**config.mk**
```make
export PLATFORM = sky130hd
export DESIGN_NAME = standby_power_down_timer
export DESIGN_NICKNAME = d
export VERILOG_FILES = /design/src/rtl/standby_timer_pkg.sv /design/src/rtl/standby_power_down_timer.sv
export SDC_FILE = /design/constraint.sdc
export NUM_CORES = 1
export LEC_CHECK = 0
export BUFFER_PORTS_ARGS = -buffer_cell sky130_fd_sc_hd__buf_2
export CORE_AREA = 4 4 108 100
export CTS_CLUSTER_SIZE = 25
export DETAILED_ROUTE_END_ITERATION = 7
export DIE_AREA = 0 0 112 104
export GPL_TIMING_DRIVEN = 0
export SETUP_SLACK_MARGIN = 0.15
export SLEW_MARGIN = 5
export SYNTH_ARGS = -nofsm -noshare
export SYNTH_HDL_FRONTEND = slang
export SYNTH_SLANG_ARGS = --single-unit
```
**constraint.sdc**
```tcl
create_clock -name clock -period 3.8 [get_ports clock]
set_input_delay 0 -clock clock [delete_from_list [all_inputs] [get_ports clock]]
set_output_delay 0 -clock clock [all_outputs]
set_load 0.02 [all_outputs]
```
**src/rtl/standby_timer_pkg.sv**
```systemverilog
package standby_timer_pkg;

	// ==========================================================
	// Command opcodes and timeout codes
	localparam logic [7:0] OP_STANDBY     = 8'he2;
	localparam logic [7:0] OP_STANDBY_ALT = 8'h96;
	localparam logic [7:0] CODE_OFF       = 8'h00;
	localparam logic [7:0] CODE_5S_MAX    = 8'hf0;
	localparam logic [7:0] CODE_30M_MAX   = 8'hfb;
	localparam logic [7:0] CODE_21M       = 8'hfc;
	localparam logic [7:0] CODE_8H        = 8'hfd;
	localparam logic [7:0] CODE_ABORT     = 8'hfe;
	localparam logic [7:0] CODE_30M_BASE  = 8'hf0;

	// ==========================================================
	// Timing: the countdown runs in ticks of TICK_S seconds
	localparam int        CLK_HZ       = 200_000_000;
	localparam int        TICK_S       = 5;
	localparam int        TICK_CYCLES  = TICK_S * CLK_HZ;
	localparam int        STEP_30M_S   = 1800;
	localparam int        T_21M_S      = 1260;
	localparam int        T_8H_S       = 28800;
	localparam int        T_21M15_S    = 1275;
	localparam int        TICKS_W      = 13;
	localparam logic [TICKS_W-1:0] STEP_30M_TICKS = TICKS_W'(STEP_30M_S / TICK_S);
	localparam logic [TICKS_W-1:0] T_21M_TICKS    = TICKS_W'(T_21M_S / TICK_S);
	localparam logic [TICKS_W-1:0] T_8H_TICKS     = TICKS_W'(T_8H_S / TICK_S);
	localparam logic [TICKS_W-1:0] T_21M15_TICKS  = TICKS_W'(T_21M15_S / TICK_S);

	// ==========================================================
	// Completion status and error values
	localparam logic [7:0] STAT_OK    = 8'h50;
	localparam logic [7:0] STAT_ERR   = 8'h51;
	localparam logic [7:0] ERR_NONE   = 8'h00;
	localparam logic [7:0] ERR_ABORT  = 8'h04;

	// ==========================================================
	// Reset values
	localparam logic [TICKS_W-1:0] RST_TICKS = '0;

	typedef enum logic [1:0] {
		PWR_ACTIVE    = 2'b00,
		PWR_STANDBY   = 2'b01,
		PWR_STANDBY_Z = 2'b10
	} pwr_cond_t;

	typedef enum logic [2:0] {
		ST_IDLE      = 3'b000,
		ST_ANSWER    = 3'b001,
		ST_SPIN_DOWN = 3'b010,
		ST_STANDBY   = 3'b011,
		ST_SPIN_UP   = 3'b100
	} seq_state_t;

	typedef struct packed {
		logic [7:0] opcode;
		logic [7:0] sector_count;
	} host_cmd_t;

	typedef struct packed {
		logic [7:0] status;
		logic [7:0] error;
	} cmd_resp_t;

endpackage : standby_timer_pkg

```
**src/rtl/standby_power_down_timer.sv**
```systemverilog
// Summary of operation
// - Standby command enters standby at once and loads timeout from sector count.
// - Entering standby spins spindle down, interface stays up; skip if stopped.
// - In standby commands still accepted; non-standby commands complete only once the spindle is at speed.
// - Countdown runs only after the drive is back in idle.
// - With extended power conditions on, standby means the deepest standby.
// - Nonzero timeout code enables auto power-down; zero disables the timer.
// - Codes 1..240 give code*5 s; 241..251 give (code-240)*30 min.
// - 252 is 21 min, 253 is 8 h, 255 is 21 min 15 s; 254 aborts.
// - Timer expiry without host access forces standby.
// - Any host access before expiry reloads the full interval.
`timescale 1ns/1ps
`default_nettype none

module standby_power_down_timer #(
	parameter int TICK_CYCLES = standby_timer_pkg::TICK_CYCLES
) (
	// Clock and reset
	input  wire logic                         clock,
	input  wire logic                         sys_rst,
	// Command block write
	input  wire logic                         cmd_valid,
	input  wire standby_timer_pkg::host_cmd_t cmd,
	input  wire logic                         host_access,
	// Feature and spindle state
	input  wire logic                         epc_enable,
	input  wire logic                         spindle_stopped,
	input  wire logic                         spindle_at_speed,
	// Completion
	output var  logic                         cmd_done,
	output var  standby_timer_pkg::cmd_resp_t resp,
	output var  logic                         busy,
	// Power and spindle control
	output var  logic                         spin_down_req,
	output var  logic                         spin_up_req,
	output var  standby_timer_pkg::pwr_cond_t pwr_cond,
	output var  logic                         timer_enabled
);

	localparam int TW = standby_timer_pkg::TICKS_W;

	// ==========================================================
	// Timeout decode
	function automatic logic [TW-1:0] code_ticks(input logic [7:0] code);
		logic [TW-1:0] t;
		t = standby_timer_pkg::RST_TICKS;
		if (code == standby_timer_pkg::CODE_OFF) begin
			t = standby_timer_pkg::RST_TICKS;
		end else if (code <= standby_timer_pkg::CODE_5S_MAX) begin
			t = TW'(code);
		end else if (code <= standby_timer_pkg::CODE_30M_MAX) begin
			t = TW'(TW'(code - standby_timer_pkg::CODE_30M_BASE)
				* standby_timer_pkg::STEP_30M_TICKS);
		end else if (code == standby_timer_pkg::CODE_21M) begin
			t = standby_timer_pkg::T_21M_TICKS;
		end else if (code == standby_timer_pkg::CODE_8H) begin
			t = standby_timer_pkg::T_8H_TICKS;
		end else begin
			t = standby_timer_pkg::T_21M15_TICKS;
		end
		return t;
	endfunction : code_ticks

	function automatic logic is_standby_op(input logic [7:0] op);
		return (op == standby_timer_pkg::OP_STANDBY) || (op == standby_timer_pkg::OP_STANDBY_ALT);
	endfunction : is_standby_op

	// ==========================================================
	// State
	standby_timer_pkg::seq_state_t state_q, state_d;
	standby_timer_pkg::pwr_cond_t  pwr_q, pwr_d;
	standby_timer_pkg::cmd_resp_t  resp_q, resp_d;
	logic [TW-1:0] reload_q, reload_d;
	logic [TW-1:0] ticks_q, ticks_d;
	logic [31:0]   sub_q, sub_d;
	logic          enabled_q, enabled_d;
	logic          done_q, done_d;
	logic          pend_q, pend_d;
	logic          down_q, down_d;
	logic          up_q, up_d;
	logic          busy_q;

	// ==========================================================
	// Decode of the incoming command
	wire logic accept     = cmd_valid && (state_q == standby_timer_pkg::ST_IDLE
		|| state_q == standby_timer_pkg::ST_STANDBY);
	wire logic std_cmd    = accept && is_standby_op(cmd.opcode);
	wire logic abort_cmd  = std_cmd && (cmd.sector_count == standby_timer_pkg::CODE_ABORT);
	wire logic good_std   = std_cmd && !abort_cmd;
	wire logic other_cmd  = accept && !std_cmd;
	wire logic [TW-1:0] new_ticks = code_ticks(cmd.sector_count);
	wire standby_timer_pkg::pwr_cond_t sb_cond = epc_enable ?
		standby_timer_pkg::PWR_STANDBY_Z : standby_timer_pkg::PWR_STANDBY;

	// Countdown only while idle; access or a command reloads it
	wire logic counting   = enabled_q && (state_q == standby_timer_pkg::ST_IDLE);
	wire logic reload     = host_access || cmd_valid;
	wire logic tick       = counting && (sub_q == 32'(TICK_CYCLES - 1));
	wire logic expire     = tick && (ticks_q == TW'(1)) && !reload && !cmd_valid;

	// Busy is registered from the next state so the pin comes from a flop
	wire logic busy_d     = (state_d == standby_timer_pkg::ST_SPIN_DOWN)
		|| (state_d == standby_timer_pkg::ST_SPIN_UP) || (state_d == standby_timer_pkg::ST_ANSWER);

	// ==========================================================
	// Sequencer
	always_comb begin
		state_d  = state_q;
		pwr_d    = pwr_q;
		resp_d   = resp_q;
		reload_d = reload_q;
		enabled_d = enabled_q;
		done_d   = 1'b0;
		pend_d   = pend_q;
		down_d   = down_q;
		up_d     = up_q;
		case (state_q)
			standby_timer_pkg::ST_IDLE,
			standby_timer_pkg::ST_STANDBY: begin
				if (abort_cmd) begin
					// Timer settings are left untouched on abort
					resp_d.status = standby_timer_pkg::STAT_ERR;
					resp_d.error  = standby_timer_pkg::ERR_ABORT;
					done_d  = 1'b1;
				end else if (good_std) begin
					reload_d  = new_ticks;
					enabled_d = (cmd.sector_count != standby_timer_pkg::CODE_OFF);
					pwr_d     = sb_cond;
					pend_d    = 1'b1;
					if (spindle_stopped) begin
						state_d = standby_timer_pkg::ST_ANSWER;
					end else begin
						down_d  = 1'b1;
						state_d = standby_timer_pkg::ST_SPIN_DOWN;
					end
				end else if (other_cmd && state_q == standby_timer_pkg::ST_STANDBY) begin
					up_d    = 1'b1;
					pend_d  = 1'b1;
					state_d = standby_timer_pkg::ST_SPIN_UP;
				end else if (other_cmd) begin
					pend_d  = 1'b1;
					state_d = standby_timer_pkg::ST_ANSWER;
				end else if (expire) begin
					pwr_d   = sb_cond;
					if (spindle_stopped) begin
						state_d = standby_timer_pkg::ST_STANDBY;
					end else begin
						down_d  = 1'b1;
						state_d = standby_timer_pkg::ST_SPIN_DOWN;
					end
				end
			end
			standby_timer_pkg::ST_SPIN_DOWN: begin
				if (spindle_stopped) begin
					down_d  = 1'b0;
					state_d = pend_q ? standby_timer_pkg::ST_ANSWER
						: standby_timer_pkg::ST_STANDBY;
				end
			end
			standby_timer_pkg::ST_SPIN_UP: begin
				if (spindle_at_speed) begin
					up_d    = 1'b0;
					pwr_d   = standby_timer_pkg::PWR_ACTIVE;
					state_d = standby_timer_pkg::ST_ANSWER;
				end
			end
			standby_timer_pkg::ST_ANSWER: begin
				resp_d.status = standby_timer_pkg::STAT_OK;
				resp_d.error  = standby_timer_pkg::ERR_NONE;
				done_d  = 1'b1;
				pend_d  = 1'b0;
				state_d = (pwr_q == standby_timer_pkg::PWR_ACTIVE) ?
					standby_timer_pkg::ST_IDLE : standby_timer_pkg::ST_STANDBY;
			end
			default: begin
				state_d = standby_timer_pkg::ST_IDLE;
			end
		endcase
	end

	// ==========================================================
	// Countdown
	// Sub-tick count restarts on reload so a full interval follows
	always_comb begin
		ticks_d = ticks_q;
		sub_d   = sub_q;
		if (!counting || reload) begin
			ticks_d = reload_d;
			sub_d   = 32'h0000_0000;
		end else if (tick) begin
			ticks_d = ticks_q - TW'(1);
			sub_d   = 32'h0000_0000;
		end else begin
			sub_d   = sub_q + 32'h0000_0001;
		end
	end

	// ==========================================================
	// Registers
	// One block per register keeps each reset value next to its use
	always_ff @(posedge clock) begin
		if (sys_rst) begin
			state_q <= standby_timer_pkg::ST_IDLE;
		end else begin
			state_q <= state_d;
		end
	end

	always_ff @(posedge clock) begin
		if (sys_rst) begin
			pwr_q <= standby_timer_pkg::PWR_ACTIVE;
		end else begin
			pwr_q <= pwr_d;
		end
	end

	always_ff @(posedge clock) begin
		if (sys_rst) begin
			resp_q <= '{status: standby_timer_pkg::STAT_OK, error: standby_timer_pkg::ERR_NONE};
		end else begin
			resp_q <= resp_d;
		end
	end

	always_ff @(posedge clock) begin
		if (sys_rst) begin
			reload_q <= standby_timer_pkg::RST_TICKS;
		end else begin
			reload_q <= reload_d;
		end
	end

	always_ff @(posedge clock) begin
		if (sys_rst) begin
			ticks_q <= standby_timer_pkg::RST_TICKS;
		end else begin
			ticks_q <= ticks_d;
		end
	end

	always_ff @(posedge clock) begin
		if (sys_rst) begin
			sub_q <= 32'h0000_0000;
		end else begin
			sub_q <= sub_d;
		end
	end

	always_ff @(posedge clock) begin
		if (sys_rst) begin
			enabled_q <= 1'b0;
		end else begin
			enabled_q <= enabled_d;
		end
	end

	always_ff @(posedge clock) begin
		if (sys_rst) begin
			done_q <= 1'b0;
		end else begin
			done_q <= done_d;
		end
	end

	always_ff @(posedge clock) begin
		if (sys_rst) begin
			pend_q <= 1'b0;
		end else begin
			pend_q <= pend_d;
		end
	end

	always_ff @(posedge clock) begin
		if (sys_rst) begin
			down_q <= 1'b0;
		end else begin
			down_q <= down_d;
		end
	end

	always_ff @(posedge clock) begin
		if (sys_rst) begin
			up_q <= 1'b0;
		end else begin
			up_q <= up_d;
		end
	end

	always_ff @(posedge clock) begin
		if (sys_rst) begin
			busy_q <= 1'b0;
		end else begin
			busy_q <= busy_d;
		end
	end

	// ==========================================================
	// Outputs
	assign cmd_done      = done_q;
	assign resp          = resp_q;
	assign busy          = busy_q;
	assign spin_down_req = down_q;
	assign spin_up_req   = up_q;
	assign pwr_cond      = pwr_q;
	assign timer_enabled = enabled_q;

endmodule : standby_power_down_timer

`default_nettype wire

```
# Word level (Yosys, flattened, before mapping)
# Cells that the tools add are included.
word_totals:
  register_bits: 85
  inputBits: 23
  out_inout_bits: 23
  word_cells: 134
op_classes:
  n_addsub: 3
  multipliers: 1
  order_cmp: 2
  eq_ne: 24
  mux: 52
  n_bitwise: 1
  n_reduce_logical: 38
op_table:
  columns: ["op", "n"]
  rows:
  - ["$mux 13", 10]
  - ["$eq 8x8->1 const B", 5]
  - ["$add 32x1->32 const B", 1]
  - ["$eq 32x30->1 const B", 1]
  - ["$pmux 16 s2", 1]
  - ["$mux 3", 7]
  - ["$mux 2", 10]
  - ["$mux 1", 17]
  - ["$le 8x8->1 const B", 2]
  - ["$mux 16", 1]
  - ["$eq 13x1->1 const B", 1]
  - ["$mul 13x6->10 const B", 1]
  - ["$sub 13x1->13 const B", 1]
  - ["$ne 2x2->1 const B", 6]
  - ["$pmux 3 s4", 1]
  - ["$reduce_and 6->1", 2]
  - ["$logic_and 1x1->1", 11]
  - ["$eq 3x2->1 const B", 3]
  - ["$ne 3x3->1 const B", 3]
  - ["$sub 8x8->9 const B", 1]
  - ["$logic_not 8->1", 1]
  - ["$pmux 1 s2", 4]
  - ["$reduce_bool 2->1", 4]
  - ["$reduce_bool 8->1", 1]
  - ["other kinds (14)", 26]

# Logic depth before layout (Yosys ltp)
logic_depth:
  depth_word: 15
  mapped_depth: 16
  ltp_nobuf: 16

# Least setup slack after synthesis
# Ideal clock, no wire load.
synth_path:
  path_kind: "input to register"
  start: "input cmd[4] in the netlist's numbering"
  end: "register ticks_q[11]"
  setup_ns: 0.074
  arrival_ns: 3.064
  required_ns: 3.726
  setup_slack_ns: 0.662
  path_stages: 14
  path_buffers: 0
  cell_sequence: "ha_1 xor2_1 xnor2_1 fa_1 fa_1 inv_1 ha_1 nor2b_1 o21ai_0 a21boi_0 or4_1 a21oi_1 nand2_1 o21ai_0"
synth_between:
  elab_chain_cells: 9
  word_cells_on_any_way: 18
  classes_between: "add/sub: 1; mul: 1; order compare: 2; eq/ne: 2; mux: 8; reduce/logical: 4"
synth_rtl:
  columns: ["element", "line_no", "text"]
  rows:
  - ["start: declaration", "standby_power_down_timer.sv:23", "input wire standby_timer_pkg::host_cmd_t cmd,"]
  - ["$sub 8x8->9 or $eq 8x8->1 (tied branches)", "standby_power_down_timer.sv:52, standby_power_down_timer.sv:54", null]
  - ["$mul 13x6->10 or $mux 13 (tied branches)", "standby_power_down_timer.sv:53, standby_power_down_timer.sv:54", null]
  - ["$mux 13", "standby_power_down_timer.sv:51", "end else if (code <= standby_timer_pkg::CODE_30M_MAX) begin"]
  - ["$mux 13", "standby_power_down_timer.sv:49", "end else if (code <= standby_timer_pkg::CODE_5S_MAX) begin"]
  - ["$mux 13", "standby_power_down_timer.sv:47", "if (code == standby_timer_pkg::CODE_OFF) begin"]
  - ["$mux 13", "standby_power_down_timer.sv:125", "end else if (good_std) begin"]
  - ["$mux 13 *", "standby_power_down_timer.sv:120", "if (abort_cmd) begin"]
  - ["$mux 13 *", "standby_power_down_timer.sv:117", "case (state_q)"]
  - ["$mux 13 *", "standby_power_down_timer.sv:187", "if (!counting || reload) begin"]
  - ["end signal: assignment", "standby_power_down_timer.sv:235", "ticks_q <= standby_timer_pkg::RST_TICKS;"]
  - ["end signal: assignment", "standby_power_down_timer.sv:237", "ticks_q <= ticks_d;"]
  - ["end: declaration", "standby_power_down_timer.sv:74", "logic [TW-1:0] ticks_q, ticks_d;"]
# Mark *: on every way between the ends. The rest lies on a longest branch, timed or not.
# A chain may end at the register's enable or synchronous reset.

# Worst setup path in the final report
# Ends and elaborated chain as after synthesis.

==> metrics.md <==
| Metric | Value |
|---|---|
| Status | completed |
| Highest clock rate | 297.9 MHz |
| Post-synth top flop | dfxtp_1 |
| Overall Global Routing Usage | 16.76% |
| Post-Synth Adder-Cell Area | 10.02% |
| Placed Cells | 687 |
| Max Slew Vio Count | 0 |
| DR WL/cell | 13.16 um |
| Gpl congestion | 0.8369 |
| Final period util | 88.34% |
| Routed Antenna Nets | 0 |
| DP Wirelength | 7250 um |
| Vias in the first global route | 3,562 |
| WP data required | 4.07 ns |
| Layout area overhead | 14.30% |
| Sequential share of power | 39.2% |
| Die area | 0.01165 mm^2 |
| Synth Cell Area | 0.004297 mm^2 |
| IO Pins | 46 |
| Hold Vio Cnt, Final | 0 |
| Crit end category | register |
| Hold crit path type | in -> reg |
| Pwr Total | 1889 uW |
| Clock Latency Late Sink | 0.36 ns |
| Core area | 0.009572 mm^2 |
| Worst Path Buf+Inv | 2 |
| Final Skew | 0.01724 ns |
| Share of cells above drive strength 1 | 13.32% |
| Crit path kind | in -> reg |
| Count leader, synth | dfxtp_1 |
| Clk slew on worst S/H paths | 0.07 ns |
| Initial antenna violation count | 0 |
| Gr ovfl total | 0 |
| CTS tree | done |
| Combinational power share | 19.4% |
| CP startpoint kind | input port |
| IO buf count | 28 |
| Critical Path Fanout Max | 7 |
| Reg2reg start | sub_q[0]$_SDFF_PP0_ |
| Die W | 112 um |
| Final min period | 3.357 ns |
| Sequential element share of the synthesized area | 32.62% |
| Slowest-stage cell, CP | fa_1 |
| Net Sw Frac | 25.84% |
| Largest net degree at the start of global routing | 13 |
| CTS Root Buffer Type | clkbuf_8 |
| Setup TNS | 0 ns |
| Flop and latch count out of synthesis | 70 |
| Unrepaired setup endpoints after global routing | no |
| Max-Cap Viols | 0 |
| Mapped Cells | 521 |
| DRT iter0 DRCs | 139 |
| # rows | 34 |
| Antenna Cells | 0 |
| Leakage power | 0.001936 uW |
| Finished Layout Cells | 704 |
| Chip height | 104 um |
| VDD IR max | 189.6 uV |
| Power Dens Cells | 384.6 mW/mm^2 |
| Synth top area share | 32.62% |
| DRT Pass-1 Iters | 4 |
| Nets | 625 |
| Routed WL | 9265 um |
| Peak per-stage delay on the critical path | 0.57 ns |
| Max-slew headroom at the worst pin | 35.67% |
| Worst Min Path Start | host_access |
| Net switching power | 488.1 uW |
| CTS max path bufs | 2 |
| Post-synthesis compound-gate area fraction | 12.41% |
| Syn Area/Cell | 8.247 um^2 |
| Vias | 3,592 |
| Post-synth EDFFs | 0 |
| Crit-path leading delay family | adder cells |
| Final setup viols | 0 |
| Post-Synth XOR/XNOR Area | 11.01% |
| Clk pwr share | 41.4% |
| Initial core utilization | 44.89% |
| Multiplexer area fraction after synthesis | 0% |
| Combinational family with the most area after synthesis | simple AND/OR/NAND/NOR gates |
| CP startpoint | cmd[4] |
| Crit path DAT | 3.63 ns |
| H-Tree Depth | 3 |
| Internal power | 1401 uW |
| Leading area contributor after synthesis | dfxtp_1 |
| Post-synth top cells | dfxtp_1 (70), nor2_1 (69), nand2_1 (47) |
| PostCTS Resize Cnt | 0 |
| Vias/cell | 5.102 |
| Clock buffer count from CTS | 9 |
| Synth warn | 0 |
| Simple-gate share of the synthesized area | 26.09% |
| First-pass GRT wire length | 16,440 um |
| Worst-path cell chain | buf_2 > ha_1 > xor2_1 > xnor2_1 > fa_1 > fa_1 > inv_1 > ha_1 > nor2b_1 > o21ai_0 > a21boi_0 > or4_1 > a21oi_1 > nand2_1 > o21ai_0 |
| Dominant cells by area after synthesis | dfxtp_1 (33%), nor2_1 (6.0%), ha_1 (5.8%) |
| DRC viols | 0 |
| Worst-Margin Slew | 0.9520 ns |
| # clock sinks | 70 |
| Yosys cell types | 60 |
| Ys async rst share | 0% |
==> area by class of cell <==
class,count,area (um^2)
sequential,70,1401
multi-input combinational,395,2610
timing repair buffer,29,150.1
inverter,36,135.1
fill,934,4661
clock buffer,10,127.6
clock inverter,6,133.9
buffer,32,195.2
tap,126,157.7
==> worst reg2reg max path: stages, from the launching register on <==
cell      delay, ns
dfxtp_1        0.36
ha_1           0.21
nand2_1        0.10
nor3_1         0.55
and4_4         0.38
buf_8          0.14
nand2b_1       0.21
clkbuf_1       0.41
nor2_1         0.10
==> layer usage <==
metal | track usage (%) | vias up | part of all wire, %
met5 | 0 | - | 0
met4 | 4.807 | 0 | 1.0
met3 | 4.305 | 8 | 4.7
met1 | 22.15 | 1665 | 48
met2 | 27.05 | 64 | 47
li1 | - | 1855 | -
==> cell families (layout without fill, tap and decap cells) <==
kind of cell | Yosys count | after routing
AND/OR/NAND/NOR | 216 | 216
AO/OA/AOI/OAI | 82 | 82
flip-flops | 70 | 70
buffers and inverters | 68 | 113
XOR/XNOR | 54 | 54
adder cells (fa/ha/maj) | 29 | 29
other | 2 | 14
==> state kept, by name, indices dropped and copies added, names as in the netlist <==
name and count:
reload_q 13, pend_q 1, busy 1, timer_enabled 1, sub_q 32, ticks_q 13
spin_up_req 1, resp 1, cmd_done 1, spin_down_req 1, state_q 3, pwr_cond 2
==> cells in the final DEF (no fill, tap or decap), types with 3 or more instances in the layout <==
cell type and instances:
nor3_1 14, a21o_1 4, dfxtp_1 70, inv_1 36
and3_1 5, a21oi_1 25, clkbuf_8 9, and2_1 3
conb_1 14, or4_1 3, buf_2 31, nor3b_1 3
buf_4 16, nor2_1 69, xor2_1 27, ha_1 20
nand2b_1 3, bufinv_16 4, fa_1 9, nor2b_1 8
nand4_1 13, o21a_1 5, a22o_1 3, xnor2_1 27
nand3_1 22, clkbuf_1 12, o21ai_0 21, nor4_1 6
a211oi_1 6, nand2_1 47
==> power by group through the flow <==
stage	combinational [uW]	sequential (uW)	clock, uW
after floorplan	275	759	0
after global placement	356	757	0
after detailed placement	364	757	0
after CTS	369	740	803
after global routing	419	740	848
final	367	740	782
==> path summary, 6_finish.rpt <==
check / endpoint / slack (ns) / depth (start not counted)
max: ticks_q[11]$_SDFFE_PP0P_ / 0.44 / 15
min: ticks_q[0]$_SDFFE_PP0P_ / 0.03 / 3
max reg2reg: sub_q[28]$_SDFF_PP0_ / 1.21 / 8
min reg2reg: sub_q[0]$_SDFF_PP0_ / 0.46 / 1
==> through the flow <==
| step | hold WS [ns] | worst slack, ns | instance area (um^2) | utilization [%] |
|---|---|---|---|---|
| 6_report | 0.02993 | 0.4430 | 4911 | 51.31 |
| 5_1_grt | 0.03830 | 0.2220 | 4911 | 51.31 |
| 4_1_cts | 0.02242 | 0.4446 | 4911 | 51.31 |
| 3_5_place_dp | 0.2866 | 0.1356 | 4639 | 48.47 |
| 3_3_place_gp | 0.2840 | 0.1947 | 4639 | 48.47 |
| 2_1_floorplan | 0.1616 | 0.6621 | 4342 | - |
==> timing repair <==
item | CTS | global route
setup buffers | 0 | 0
hold buffers | 1 | 0
hold endpoints to repair | 2 | 0
Power figures use the tool's default switching activity.
